### config.mk
export PLATFORM = sky130hd
export DESIGN_NAME = sync_slave_serial_port
export DESIGN_NICKNAME = d
export VERILOG_FILES = /design/src/hw/serial_port_pkg.sv /design/src/hw/sync_stage.sv /design/src/hw/rx_fifo2.sv /design/src/hw/sync_slave_serial_port.sv
export VERILOG_INCLUDE_DIRS = /design/src /design/src/hw
export SDC_FILE = /design/constraint.sdc
export NUM_CORES = 1
export LEC_CHECK = 0
export BUFFER_PORTS_ARGS = -buffer_cell sky130_fd_sc_hd__buf_2
export CAP_MARGIN = 20
export CORE_MARGIN = 5
export CORE_UTILIZATION = 51
export CTS_BUF_LIST = sky130_fd_sc_hd__clkbuf_4 sky130_fd_sc_hd__clkbuf_8
export DETAILED_ROUTE_END_ITERATION = 6
export GPL_ROUTABILITY_DRIVEN = 0
export HOLD_SLACK_MARGIN = 0.1
export PLACE_DENSITY = 0.81
export RECOVER_POWER = 25
export SKIP_CTS_REPAIR_TIMING = 1
export SLEW_MARGIN = 15
export SYNTH_ARGS = -nofsm -noshare
export SYNTH_HDL_FRONTEND = slang
export SYNTH_SLANG_ARGS = --single-unit
### constraint.sdc
create_clock -name pclk -period 2.7 [get_ports pclk]
set_clock_uncertainty 0.05 [all_clocks]
set_input_delay 0.405 -clock pclk [delete_from_list [all_inputs] [get_ports pclk]]
set_output_delay 0.405 -clock pclk [all_outputs]
set_load 0.01 [all_outputs]
### src/hw/serial_port_map.svh
// register offsets, field positions, write masks and counts of the slave serial port
`ifndef SERIAL_PORT_MAP_SVH
`define SERIAL_PORT_MAP_SVH

// byte addresses, one aligned word each
`define OFS_TX_STATUS 8'h00
`define OFS_RX_STATUS 8'h04
`define OFS_BAUD_CTRL 8'h08
`define OFS_DIV_LOW 8'h0C
`define OFS_DIV_HIGH 8'h10
`define OFS_TX_DATA 8'h14
`define OFS_RX_DATA 8'h18
`define OFS_IRQ_EN 8'h1C
`define OFS_IRQ_FLAG 8'h20

// tx_status_control fields
`define TX_CLOCK_SOURCE_MASTER 3'h7
`define TX_TX9 3'h6
`define TX_TRANSMIT_ENABLE 3'h5
`define TX_SYNC 3'h4
`define TX_TRMT 3'h1
`define TX_TRANSMIT_NINTH_BIT 3'h0
`define TX_WMASK 8'hFD

// rx_status_control fields
`define RX_SERIAL_PORT_ENABLE 3'h7
`define RX_RX9 3'h6
`define RX_SINGLE_RECEIVE_ENABLE 3'h5
`define RX_CONTINUOUS_RECEIVE_ENABLE 3'h4
`define RX_OVERRUN_ERROR 3'h1
`define RX_RECEIVE_NINTH_BIT 3'h0
`define RX_WMASK 8'hF8

// baud_control fields
`define BC_RCIDL 3'h6
`define BC_SCKP 3'h4
`define BC_WMASK 8'h1B

// interrupt enable and flag fields
`define IE_GIE 3'h7
`define IE_PERIPHERAL_IRQ_ENABLE 3'h6
`define IE_RECEIVE_IRQ_ENABLE 3'h5
`define IE_TRANSMIT_IRQ_ENABLE 3'h4
`define IF_RECEIVE_FULL_FLAG 3'h5
`define IF_TRANSMIT_BUFFER_EMPTY_FLAG 3'h4

// reset values
`define RST_BYTE 8'h00

// bits per character
`define BITS_8 4'h8
`define BITS_9 4'h9
`define CNT_ONE 4'h1

`endif

### src/hw/serial_port_pkg.sv
// types shared by the slave serial port files
package serial_port_pkg;

	// one received or held character, ninth bit on top
	typedef struct packed {
		logic ninth;
		logic [7:0] data;
	} char_t;

	// the two synchronised link pins
	typedef struct packed {
		logic ck;
		logic dt;
	} link_pins_t;

	// transmit shift register state, gray along idle, shift, last
	typedef enum logic [1:0] {
		TX_IDLE = 2'b00,
		TX_SHIFT = 2'b01,
		TX_LAST = 2'b11
	} tx_state_t;

endpackage

### src/hw/sync_stage.sv
// two flip-flop synchroniser for levels from outside the clock domain
`timescale 1ns/1ps
`default_nettype none

module sync_stage #(
	parameter int WIDTH = 1
) (
	input wire logic clk,
	input wire logic rst_n,
	input wire logic [WIDTH-1:0] d,
	output logic [WIDTH-1:0] q
);

	logic [WIDTH-1:0] meta_q;

	// first stage feeds only the second
	always_ff @(posedge clk or negedge rst_n) begin
		if (!rst_n) begin
			meta_q <= '0;
			q <= '0;
		end else begin
			meta_q <= d;
			q <= meta_q;
		end
	end

endmodule // sync_stage

`default_nettype wire

### src/hw/rx_fifo2.sv
// two-character receive fifo
`timescale 1ns/1ps
`default_nettype none

module rx_fifo2 (
	input wire logic clk,
	input wire logic rst_n,
	input wire logic flush,
	input wire logic push,
	input wire serial_port_pkg::char_t push_data,
	input wire logic pop,
	output serial_port_pkg::char_t head,
	output logic empty,
	output logic full
);

	serial_port_pkg::char_t mem [2];
	logic wr_q;
	logic rd_q;
	logic [1:0] count_q;

	assign empty = (count_q == 2'h0);
	assign full = (count_q == 2'h2);
	assign head = mem[rd_q];

	// storage; a push into a full fifo is dropped, old data kept
	always_ff @(posedge clk) begin
		if (push && !full) begin
			mem[wr_q] <= push_data;
		end
	end

	// pointers and fill level
	always_ff @(posedge clk or negedge rst_n) begin
		if (!rst_n) begin
			wr_q <= 1'b0;
			rd_q <= 1'b0;
			count_q <= 2'h0;
		end else if (flush) begin
			wr_q <= 1'b0;
			rd_q <= 1'b0;
			count_q <= 2'h0;
		end else begin
			if (push && !full) begin
				wr_q <= ~wr_q;
			end
			if (pop && !empty) begin
				rd_q <= ~rd_q;
			end
			count_q <= count_q + {1'b0, push && !full} - {1'b0, pop && !empty};
		end
	end

endmodule // rx_fifo2

`default_nettype wire

### src/hw/sync_slave_serial_port.sv
// synchronous slave serial port with apb register access
// Function
// - sync-select bit set makes the port synchronous with separate clock line.
// - sync with clock-source-master clear: slave, shift clock comes from outside.
// - both receive enables clear with transmit enable set means transmit mode, either set means receive.
// - port works only with port enable set; clearing it resets shift logic, fifo and overrun, not the registers.
// - a write to an empty transmit path loads the shift register at once.
// - a write while shifting stays held; transmit-empty flag stays clear.
// - after shift-out the held character moves in, then transmit-empty sets.
// - transmit-empty with transmit and peripheral enables raises a wake request.
// - ninth transmit bit is written first and sent as ninth bit.
// - continuous receive stays set, receiver accepts whenever clocks arrive.
// - single-receive enable has no effect on slave reception.
// - receiver runs on external clock alone, also while processor sleeps; here it runs on pclk and samples the synchronised clock pin.
// - a complete character moves from receive shift register into the fifo.
// - completed character with receive and peripheral enables raises a wake-capable request.
// - receive-full flag sets when a character has completed.
// - reading receive data returns the oldest low byte and advances the fifo.
// - overrun clears on clearing continuous receive or the port enable.
// - one bit per clock, changed on leading edge, valid at trailing edge.
// - the clock pin driver is off in slave transmit and receive.
// - fifo holds two; a third sets overrun, keeps data, blocks reception.
// - nine-bit receive shifts nine bits per character.
`timescale 1ns/1ps
`default_nettype none
`include "serial_port_map.svh"

module sync_slave_serial_port (
	input wire logic pclk,
	input wire logic presetn,
	input wire logic psel,
	input wire logic penable,
	input wire logic pwrite,
	input wire logic [7:0] paddr,
	input wire logic [31:0] pwdata,
	output logic [31:0] prdata,
	output logic pready,
	output logic pslverr,
	input wire logic serial_clock_pin_in,
	output logic serial_clock_pin_out,
	output logic serial_clock_pin_oe,
	input wire logic serial_data_pin_in,
	output logic serial_data_pin_out,
	output logic serial_data_pin_oe,
	output logic wake_req,
	output logic irq_req
);

	// software registers, stored as whole bytes
	logic [7:0] tx_ctl_q;
	logic [7:0] rx_ctl_q;
	logic [7:0] baud_q;
	logic [7:0] div_low_q;
	logic [7:0] div_high_q;
	logic [7:0] irq_en_q;

	// apb decode
	logic setup;
	logic access;
	logic wr;
	logic hit;
	logic [7:0] rd_byte;
	logic pop_ok_q;

	// mode decode
	logic serial_port_enable;
	logic clock_source_master;
	logic continuous_receive_enable;
	logic single_receive_enable;
	logic slave_on;
	logic rx_mode;
	logic tx_mode;
	logic rx_run;

	// link pins after synchronisation and edge finding
	serial_port_pkg::link_pins_t pins_raw;
	serial_port_pkg::link_pins_t pins_s;
	logic ck_lvl;
	logic ck_prev_q;
	logic lead;
	logic trail;

	// transmit path
	serial_port_pkg::tx_state_t tx_state_q;
	logic [8:0] transmit_shift_reg;
	logic [3:0] tx_cnt_q;
	serial_port_pkg::char_t transmit_holding_reg;
	logic thr_full_q;
	logic dout_q;
	logic tx_wr;
	logic tx_busy;
	logic tx_done;
	logic [3:0] tx_bits;
	logic transmit_buffer_empty_flag;

	// receive path
	logic [8:0] receive_shift_reg;
	logic [8:0] rsr_next;
	logic [3:0] rx_cnt_q;
	logic [3:0] rx_bits;
	logic rx_done;
	logic overrun_error;
	serial_port_pkg::char_t rx_char;
	serial_port_pkg::char_t rx_head;
	logic fifo_empty;
	logic fifo_full;
	logic fifo_push;
	logic fifo_pop;
	logic receive_full_flag;

	assign setup = psel && !penable;
	assign access = psel && penable;
	assign wr = access && pwrite;
	assign pready = 1'b1;

	// address decode; anything else answers with an error
	always_comb begin
		case (paddr)
			`OFS_TX_STATUS, `OFS_RX_STATUS, `OFS_BAUD_CTRL, `OFS_DIV_LOW, `OFS_DIV_HIGH,
			`OFS_TX_DATA, `OFS_RX_DATA, `OFS_IRQ_EN, `OFS_IRQ_FLAG: hit = 1'b1;
			default: hit = 1'b0;
		endcase
	end

	assign pslverr = access && !hit;

	// field decode
	assign serial_port_enable = rx_ctl_q[`RX_SERIAL_PORT_ENABLE];
	assign clock_source_master = tx_ctl_q[`TX_CLOCK_SOURCE_MASTER];
	assign continuous_receive_enable = rx_ctl_q[`RX_CONTINUOUS_RECEIVE_ENABLE];
	assign single_receive_enable = rx_ctl_q[`RX_SINGLE_RECEIVE_ENABLE];
	assign slave_on = serial_port_enable && tx_ctl_q[`TX_SYNC] && !clock_source_master;
	assign rx_mode = single_receive_enable || continuous_receive_enable;
	assign tx_mode = slave_on && !rx_mode && tx_ctl_q[`TX_TRANSMIT_ENABLE];
	// only the continuous enable gates slave reception
	assign rx_run = slave_on && continuous_receive_enable && !overrun_error;

	// clock pin is never driven in slave mode
	assign serial_clock_pin_out = 1'b0;
	assign serial_clock_pin_oe = 1'b0;
	assign serial_data_pin_out = dout_q;
	assign serial_data_pin_oe = tx_mode;

	// register writes; read-only bits are masked off
	always_ff @(posedge pclk or negedge presetn) begin
		if (!presetn) begin
			tx_ctl_q <= `RST_BYTE;
			rx_ctl_q <= `RST_BYTE;
			baud_q <= `RST_BYTE;
			div_low_q <= `RST_BYTE;
			div_high_q <= `RST_BYTE;
			irq_en_q <= `RST_BYTE;
		end else if (wr) begin
			case (paddr)
				`OFS_TX_STATUS: tx_ctl_q <= pwdata[7:0] & `TX_WMASK;
				`OFS_RX_STATUS: rx_ctl_q <= pwdata[7:0] & `RX_WMASK;
				`OFS_BAUD_CTRL: baud_q <= pwdata[7:0] & `BC_WMASK;
				`OFS_DIV_LOW: div_low_q <= pwdata[7:0];
				`OFS_DIV_HIGH: div_high_q <= pwdata[7:0];
				`OFS_IRQ_EN: irq_en_q <= pwdata[7:0];
				default: irq_en_q <= irq_en_q;
			endcase
		end
	end

	// read mux, live status folded into the stored bytes
	always_comb begin
		case (paddr)
			`OFS_TX_STATUS: begin
				rd_byte = tx_ctl_q;
				rd_byte[`TX_TRMT] = !tx_busy;
			end
			`OFS_RX_STATUS: begin
				rd_byte = rx_ctl_q;
				rd_byte[`RX_OVERRUN_ERROR] = overrun_error;
				rd_byte[`RX_RECEIVE_NINTH_BIT] = rx_head.ninth && !fifo_empty;
			end
			`OFS_BAUD_CTRL: begin
				rd_byte = baud_q;
				rd_byte[`BC_RCIDL] = (rx_cnt_q == 4'h0);
			end
			`OFS_DIV_LOW: rd_byte = div_low_q;
			`OFS_DIV_HIGH: rd_byte = div_high_q;
			`OFS_RX_DATA: rd_byte = fifo_empty ? 8'h00 : rx_head.data;
			`OFS_IRQ_EN: rd_byte = irq_en_q;
			`OFS_IRQ_FLAG: begin
				rd_byte = 8'h00;
				rd_byte[`IF_RECEIVE_FULL_FLAG] = receive_full_flag;
				rd_byte[`IF_TRANSMIT_BUFFER_EMPTY_FLAG] = transmit_buffer_empty_flag;
			end
			default: rd_byte = 8'h00;
		endcase
	end

	// read data is captured in the setup cycle so it comes from a flop
	always_ff @(posedge pclk or negedge presetn) begin
		if (!presetn) begin
			prdata <= 32'h0000_0000;
			pop_ok_q <= 1'b0;
		end else if (setup) begin
			prdata <= {24'h00_0000, rd_byte};
			pop_ok_q <= !fifo_empty;
		end
	end

	// pop only what was shown in the setup cycle, so no unseen character is lost
	assign fifo_pop = access && !pwrite && (paddr == `OFS_RX_DATA) && pop_ok_q;

	// pins cross into pclk through two flops each
	assign pins_raw.ck = serial_clock_pin_in;
	assign pins_raw.dt = serial_data_pin_in;

	sync_stage #(
		.WIDTH(2)
	) u_pin_sync (
		.clk(pclk),
		.rst_n(presetn),
		.d(pins_raw),
		.q(pins_s)
	);

	// edge finding on the synchronised clock, polarity applied first
	assign ck_lvl = pins_s.ck ^ baud_q[`BC_SCKP];
	always_ff @(posedge pclk or negedge presetn) begin
		if (!presetn) begin
			ck_prev_q <= 1'b0;
		end else begin
			ck_prev_q <= ck_lvl;
		end
	end
	assign lead = ck_lvl && !ck_prev_q;
	assign trail = !ck_lvl && ck_prev_q;

	// transmit side
	assign tx_wr = wr && (paddr == `OFS_TX_DATA);
	assign tx_busy = (tx_state_q != serial_port_pkg::TX_IDLE);
	assign tx_bits = tx_ctl_q[`TX_TX9] ? `BITS_9 : `BITS_8;
	assign tx_done = (tx_state_q == serial_port_pkg::TX_LAST) && tx_mode && trail;
	assign transmit_buffer_empty_flag = !thr_full_q;

	// shift register, holding register and bit counter; the flops run on pclk and
	// shift on edges of the external clock, found through the pin synchroniser
	always_ff @(posedge pclk or negedge presetn) begin
		if (!presetn) begin
			tx_state_q <= serial_port_pkg::TX_IDLE;
			transmit_shift_reg <= 9'h000;
			tx_cnt_q <= 4'h0;
			transmit_holding_reg <= '0;
			thr_full_q <= 1'b0;
			dout_q <= 1'b0;
		end else if (!slave_on) begin
			tx_state_q <= serial_port_pkg::TX_IDLE;
			tx_cnt_q <= 4'h0;
			thr_full_q <= 1'b0;
			dout_q <= 1'b0;
		end else begin
			// bit goes out on the leading edge and holds through the trailing one
			if (tx_mode && lead && tx_busy) begin
				dout_q <= transmit_shift_reg[0];
				transmit_shift_reg <= {1'b0, transmit_shift_reg[8:1]};
			end
			if (tx_done) begin
				tx_cnt_q <= 4'h0;
				if (thr_full_q) begin
					transmit_shift_reg <= transmit_holding_reg;
					tx_state_q <= serial_port_pkg::TX_SHIFT;
					thr_full_q <= tx_wr;
					if (tx_wr) begin
						transmit_holding_reg <= {tx_ctl_q[`TX_TRANSMIT_NINTH_BIT], pwdata[7:0]};
					end
				end else if (tx_wr) begin
					transmit_shift_reg <= {tx_ctl_q[`TX_TRANSMIT_NINTH_BIT], pwdata[7:0]};
					tx_state_q <= serial_port_pkg::TX_SHIFT;
				end else begin
					tx_state_q <= serial_port_pkg::TX_IDLE;
				end
			end else begin
				if (tx_mode && trail && tx_busy) begin
					tx_cnt_q <= tx_cnt_q + `CNT_ONE;
					if (tx_cnt_q == tx_bits - `CNT_ONE - `CNT_ONE) begin
						tx_state_q <= serial_port_pkg::TX_LAST;
					end
				end
				if (tx_wr) begin
					if (!tx_busy) begin
						transmit_shift_reg <= {tx_ctl_q[`TX_TRANSMIT_NINTH_BIT], pwdata[7:0]};
						tx_state_q <= serial_port_pkg::TX_SHIFT;
						tx_cnt_q <= 4'h0;
					end else begin
						transmit_holding_reg <= {tx_ctl_q[`TX_TRANSMIT_NINTH_BIT], pwdata[7:0]};
						thr_full_q <= 1'b1;
					end
				end
			end
		end
	end

	// receive side: sample on the trailing edge, lsb first
	assign rx_bits = rx_ctl_q[`RX_RX9] ? `BITS_9 : `BITS_8;
	assign rsr_next = {pins_s.dt, receive_shift_reg[8:1]};
	assign rx_done = rx_run && trail && (rx_cnt_q == rx_bits - `CNT_ONE);
	assign rx_char.ninth = rx_ctl_q[`RX_RX9] ? rsr_next[8] : 1'b0;
	assign rx_char.data = rx_ctl_q[`RX_RX9] ? rsr_next[7:0] : rsr_next[8:1];
	assign fifo_push = rx_done && !fifo_full;

	// shift register and counter; clearing continuous receive drops a partial character
	always_ff @(posedge pclk or negedge presetn) begin
		if (!presetn) begin
			receive_shift_reg <= 9'h000;
			rx_cnt_q <= 4'h0;
		end else if (!rx_run) begin
			rx_cnt_q <= 4'h0;
		end else if (trail) begin
			receive_shift_reg <= rsr_next;
			rx_cnt_q <= rx_done ? 4'h0 : rx_cnt_q + `CNT_ONE;
		end
	end

	// overrun: set by a full third character, cleared with the enables
	always_ff @(posedge pclk or negedge presetn) begin
		if (!presetn) begin
			overrun_error <= 1'b0;
		end else if (!slave_on || !continuous_receive_enable) begin
			overrun_error <= 1'b0;
		end else if (rx_done && fifo_full) begin
			overrun_error <= 1'b1;
		end
	end

	rx_fifo2 u_rx_fifo (
		.clk(pclk),
		.rst_n(presetn),
		.flush(!slave_on),
		.push(fifo_push),
		.push_data(rx_char),
		.pop(fifo_pop),
		.head(rx_head),
		.empty(fifo_empty),
		.full(fifo_full)
	);

	// receive-full follows unread characters, so it needs no clear of its own
	assign receive_full_flag = !fifo_empty;

	// wake and interrupt requests; gie gates only the interrupt, not the wake
	always_ff @(posedge pclk or negedge presetn) begin
		if (!presetn) begin
			wake_req <= 1'b0;
			irq_req <= 1'b0;
		end else begin
			wake_req <= irq_en_q[`IE_PERIPHERAL_IRQ_ENABLE] && ((transmit_buffer_empty_flag && irq_en_q[`IE_TRANSMIT_IRQ_ENABLE]) ||
				(receive_full_flag && irq_en_q[`IE_RECEIVE_IRQ_ENABLE]));
			irq_req <= irq_en_q[`IE_GIE] && irq_en_q[`IE_PERIPHERAL_IRQ_ENABLE] &&
				((transmit_buffer_empty_flag && irq_en_q[`IE_TRANSMIT_IRQ_ENABLE]) || (receive_full_flag && irq_en_q[`IE_RECEIVE_IRQ_ENABLE]));
		end
	end

endmodule // sync_slave_serial_port

`default_nettype wire

==> metrics.txt, run 1 <==
status=finished, final reports clean; DRT iter0 DRCs=327; Internal Power=2.805 mW; drt wl/cell=19.59 um; vias per cell=5.988; Synth cell types=70; Yosys reg bits=117; Comb power frac=0.044; worst-case clock buffer depth=2; Crit Path Category=input port to output port; CP Capture Type=output port; worst-path cell chain=buf_2 > buf_4 > or4b_1 > o2111a_1 > buf_2; TritonCTS Sinks=117; Clk Latency, worst-skew pair=0.45 ns; Critical Path AT=roughly 1.8 ns; diode count=0; launching element type of the critical path=input port; Placement Setup Slack=0.2480 ns; CTS tree=done; yosys warns=0; CP Max Fanout=11; Die Y-Extent=117.2 um; max reg flops=18; GRT Util Overall=0.2206; Sw Ratio=0.2530; pwr dens=561.2 nW/um^2; part of the cycle the worst path needs=0.8267; number of global-route vias before repair=4,449; EDFF count, synth=18; Yosys top cell by area=dfrtp_1; Max Fclk=448.0 MHz; worst reg-to-reg path cell count=4; 1st-pass router iterations=5; Die ar.=13,730 um^2; Slew Limit Fails=0; Compound-Gate Fraction of Synth Area=0.1256; CP peak stage delay=about 0.64 ns; Die W=117.2 um; setup slack, reg-to-reg=0.50 ns; clock share of power=0.475; Core Footprint=11,320 um^2; Fillers=922; most common cell after layout, fill and taps aside=dfrtp_1; Leak=a little over 3 nW; drt total wl=14,130 um; Critical R2R Launch=rx_ctl_q[4]$_DFFE_PN0P_; Top Ports=87; # Max-Cap Violations=0; final setup fails=0; most frequent cells in the layout=dfrtp_1 (99), mux2_2 (60), buf_2 (34); setup total negative slack=0 ns; CP required=2.25 ns; Max-slew headroom=0.2007; Area contributors post-synth=dfrtp_1 (42%), mux2_2 (12%), edfxtp_1 (9.2%); clk slew on worst S/H paths=0.08 ns; Layout area overhead=14.23%; VDD IR-drop max=0.0003200 V; Buffers on Ports=35; final hold slack=0.2567 ns; switching pwr=between 0.9 and 1 mW; CP endpoint=pslverr; grt total ovfl=0; Reg power frac=0.481; RSZ-0062 raised after global routing=no; share of layout cells above drive strength 1=0.2924; H-tree Lvls=4; Initial Utilization=0.5174; register area share after synthesis=0.5153; largest net degree at the start of global routing=between 40 and 50; largest family of logic cells by synthesized area=multiplexers; mux share of post-synthesis cell area=0.1472; Placed Instances=686; slowest cell on the critical path=or4b_1; Post-Syn Area per Cell=11.64 um^2; DP Wirelength=10,130 um; xor and xnor area share after synthesis=0.01495; CTS root buf=clkbuf_8; Slew @ Worst Pin=approximately 1.2 ns; share of the synthesized area in the top cell type=0.4230; final hold vios=0; first-pass GRT wire length=22,830 um; vias after detailed routing=4,317; type of the worst min-delay path=input port to flip-flop; Synth Area in Simple Gates=0.1265; initial antenna violation count=0; Async SR Flop Fraction=0.8462; Tmin final=2.232 ns; Mapped Area=5857 um^2; NumNets Final=617; Mapped Cells=503; Post-Synth Adder-Cell Area=0.01068; final setup margin=0.4678 ns; DRC viols=0; total CTS buffers=17; endpoint of the lowest-slack register-to-register path=transmit_holding_reg[4]$_DFFE_PN0P_; top_reg_cell synth=dfrtp_1; Site Rows=39; Post-DRT Antenna Nets=0; Post-Layout Cell Count=721; CP most frequent cell=buf_2; Critical Path Source=paddr[2]
-- worst max-delay path, delay by kind of cell --
kind	cells	cell delay (ns)
and+or+nand+nor	1	0.64
AOI/OAI and AO/OA	1	0.32
buffers and inverters	3	0.40
-- worst min path at each step --
| stage | cells after the start | endpoint | start | slack (ns) |
|---|---|---|---|---|
| floorplan | 0 | baud_q[0]$_DFFE_PN0P_ | presetn | 0.06 |
| global placement | 0 | u_pin_sync.q[0]$_DFF_PN0_ | u_pin_sync.meta_q[0]$_DFF_PN0_ | 0.28 |
| detailed placement | 0 | u_pin_sync.q[0]$_DFF_PN0_ | u_pin_sync.meta_q[0]$_DFF_PN0_ | 0.29 |
| CTS | 1 | rx_ctl_q[6]$_DFFE_PN0P_ | presetn | -0.08 |
| global route | 2 | irq_en_q[1]$_DFFE_PN0P_ | pwdata[1] | 0.25 |
| finish | 2 | irq_en_q[1]$_DFFE_PN0P_ | pwdata[1] | 0.26 |
-- Yosys cell counts (3+ instances only) --
master and count:
o22ai_1 9, a211oi_1 3, a21oi_1 15, nand2_1 29, nor3b_1 3, mux2i_1 13
inv_1 13, nor4_1 5, ha_1 5, clkbuf_1 12, and2_1 5, xnor2_1 8
nor3_1 6, nor4b_1 4, a211o_1 4, nand4_1 5, buf_2 4, o21ai_0 22
a32o_1 3, nand3_1 6, a31oi_1 5, edfxtp_1 18, a22oi_1 15, a222oi_1 3
mux2_2 65, and3_1 5, o2bb2ai_1 5, nor2b_1 4, buf_4 27, dfrtp_1 99
nor2_1 33
-- cells by family after synthesis --
| family | count (synthesis) |
|---|---|
| buffers and inverters | 59 |
| XOR/XNOR | 10 |
| other | 2 |
| AO/OA/AOI/OAI | 104 |
| adder cells (fa/ha/maj) | 5 |
| multiplexers | 78 |
| flip-flops | 117 |
| AND/OR/NAND/NOR | 128 |
-- per-layer routing --
metal	GRT usage	up-vias	routed length, um
met4	0.09021	0	374
met3	0.07147	35	1178
met1	0.2648	2143	5413
met5	0	-	0
li1	-	1941	-
met2	0.3673	198	7160
-- power groups by stage --
stage	logic [mW]	registers (mW)	clock network [mW]
6_report	0.166	1.81	1.78
2_1_floorplan	0.0965	1.84	0
3_3_place_gp	0.156	1.84	0
3_5_place_dp	0.161	1.84	0
4_1_cts	0.162	1.81	1.80
5_1_grt	0.183	1.81	1.89
-- area by class of cell --
type | count | area [um^2] | share of cell area
clock buffers | 17 | 234.0 | 0.03497
clock inverters | 15 | 205.2 | 0.03067
repair buffers | 64 | 396.6 | 0.05929
well taps | 143 | 178.9 | 0.02674
multi-input cells | 352 | 2609 | 0.3899
flip-flops and latches | 117 | 3018 | 0.4511
inverters | 13 | 48.80 | 0.007294
-- through the flow --
stage | area [um^2] | total power [mW] | util
2_1_floorplan | 5951 | 1.936 | -
3_3_place_gp | 6227 | 1.997 | 0.5501
3_5_place_dp | 6227 | 2.002 | 0.5501
4_1_cts | 6666 | 3.769 | 0.5889
5_1_grt | 6690 | 3.885 | 0.5910
6_report | 6690 | 3.754 | 0.5910
Note: power is estimated with default switching activity, not from simulation.
==> inputs of run 2 (changes only) <==
- PLACE_DENSITY: 0.81 -> 0.83
- clock period: 2.7 -> 1.9 ns (I/O delays scaled with it)
==> run 2 against run 1 <==
  * Clock power grew 22%
  * Design area increased by 9.0%
  * Clock-buffer cell count grew 2
  * The run now ends with setup timing left
  * Critical path depth grew 2
  * Sequential cell count is the same
  * Utilization is 5.3 points higher
  * Critical endpoint is now u_rx_fifo.count_q[1]$_DFF_PN0_
  * Sequential power grew 42%
  * Cell count rose by 7.8%
  * Routed wire length grew 8.2%
==> metrics.txt, run 2 (same netlist as run 1, synthesis figures left out) <==
status=complete, but fails checks; failing checks=setup timing; Initial Utilization=0.5174; Leak=3.338 nW; Register Area=~3000 um^2; area of the multi-input gates=2781 um^2; Layout area overhead=24.48%; DRC viols=0; largest net degree at the start of global routing=48; CTS root buf=clkbuf_8; Max-slew headroom=0.5685; CP required=2.18 ns; Critical Path AT=2.41 ns; Fillers=786; CTS tree=done; RSZ-0062 raised after global routing=yes; part of the cycle the worst path needs=1.121; 1st-pass router iterations=5; worst-case clock buffer depth=2; drt total wl=15,280 um; H-tree Lvls=4; initial antenna violation count=0; drt wl/cell=19.67 um; Tmin final=2.129 ns; Core Footprint=11,320 um^2; Top Ports=87; TritonCTS Sinks=117; final setup margin=-0.2294 ns; Die ar.=~14,000 um^2; total CTS buffers=17; vias per cell=between 5 and 6; CP Capture Type=flip-flop; Die Y-Extent=117.2 um; DRT iter0 DRCs=322; final hold slack=0.1424 ns; # Max-Cap Violations=0; grt total ovfl=0; pwr dens=688.6 nW/um^2; final hold vios=0; Post-DRT Antenna Nets=0; most frequent cells in the layout=dfrtp_1 (98), buf_4 (74), mux2_2 (65); Crit Path Category=flip-flop to flip-flop; number of global-route vias before repair=4,711; DP Wirelength=11,050 um; Die W=117.2 um; vias after detailed routing=4,561; Placement Setup Slack=-0.2477 ns; GRT Util Overall=0.2306; VDD IR-drop max=0.0006615 V; Site Rows=39; CP Max Fanout=4; Clk Latency, worst-skew pair=around 0.44 ns; Max Fclk=roughly 470 MHz; first-pass GRT wire length=23,900 um; most common cell after layout, fill and taps aside=dfrtp_1; final setup fails=36; type of the worst min-delay path=input port to flip-flop; NumNets Final=approximately 670; diode count=0; share of layout cells above drive strength 1=0.4038; launching element type of the critical path=flip-flop; max reg flops=18; clk slew on worst S/H paths=0.08 ns; Slew Limit Fails=0; Buffers on Ports=35; Slew @ Worst Pin=0.6472 ns
[run 2: cell types whose count changed in the layout (fill, tap and decap cells not counted), moves of 3 or more]
cell,delta
buf_6,+6
buf_4,+49
clkinv_4,+3
buf_12,+3
inv_8,-4
mux2_1,-5
inv_6,-4
mux2_2,+5
clkinvlp_4,+3
[run 2: layout make-up]
type                    count  share of cell area
clock buffers              19             0.03501
clock inverters            13             0.01699
inverters                  13            0.006693
multi-input cells         352              0.3815
flip-flops and latches    117              0.4141
well taps                 143             0.02454
repair buffers            120              0.1212
[run 2: power by group]
part | switching (mW) | internal, mW | total (mW)
clock network | 1.08 | 1.10 | 2.17
registers | 0.0146 | 2.56 | 2.57
logic | 0.181 | 0.0972 | 0.278
[run 2: final timing paths]
kind / slack (ns) / startpoint / to / cells past startpoint
min in group asynchronous: 0.35 / presetn / tx_cnt_q[1]$_DFF_PN0_ / 2
min reg2reg: 0.31 / u_pin_sync.meta_q[0]$_DFF_PN0_ / u_pin_sync.q[0]$_DFF_PN0_ / 0
max reg2reg: -0.23 / tx_ctl_q[7]$_DFFE_PN0P_ / u_rx_fifo.count_q[1]$_DFF_PN0_ / 7
min: 0.14 / pwdata[0] / transmit_holding_reg[0]$_DFFE_PN0P_ / 2
max in group asynchronous: 0.77 / presetn / wake_req$_DFF_PN0_ / 3
max: -0.23 / tx_ctl_q[7]$_DFFE_PN0P_ / u_rx_fifo.count_q[1]$_DFF_PN0_ / 7
[run 2: per-stage QoR]
stage / power, mW / utilization / cell area [um^2] / TNS [ns] / cells
2_1_floorplan: 2.756 / - / 6020 / -2.782 / 528
3_3_place_gp: 2.867 / 0.5890 / 6668 / -3.875 / 734
3_5_place_dp: 2.877 / 0.5890 / 6668 / -7.213 / 734
4_1_cts: 5.037 / 0.6225 / 7047 / -3.831 / 766
5_1_grt: 5.223 / 0.6440 / 7291 / -7.044 / 777
6_report: 5.020 / 0.6440 / 7291 / -4.650 / 777
[run 2: metal layers]
layer  GRT usage  part of all wire
met5           0                 0
met1      0.2764              0.38
met3     0.06427             0.071
met2      0.3805              0.50
met4      0.1177             0.043
[run 2: worst max-delay path, stage by stage (launching register included)]
cell and delay (ns):
dfrtp_1 0.41, nand4b_1 0.33, nor4_4 0.26, nor3b_4 0.36
ha_4 0.20, xor2_2 0.18, xnor2_1 0.16, nor2_1 0.07
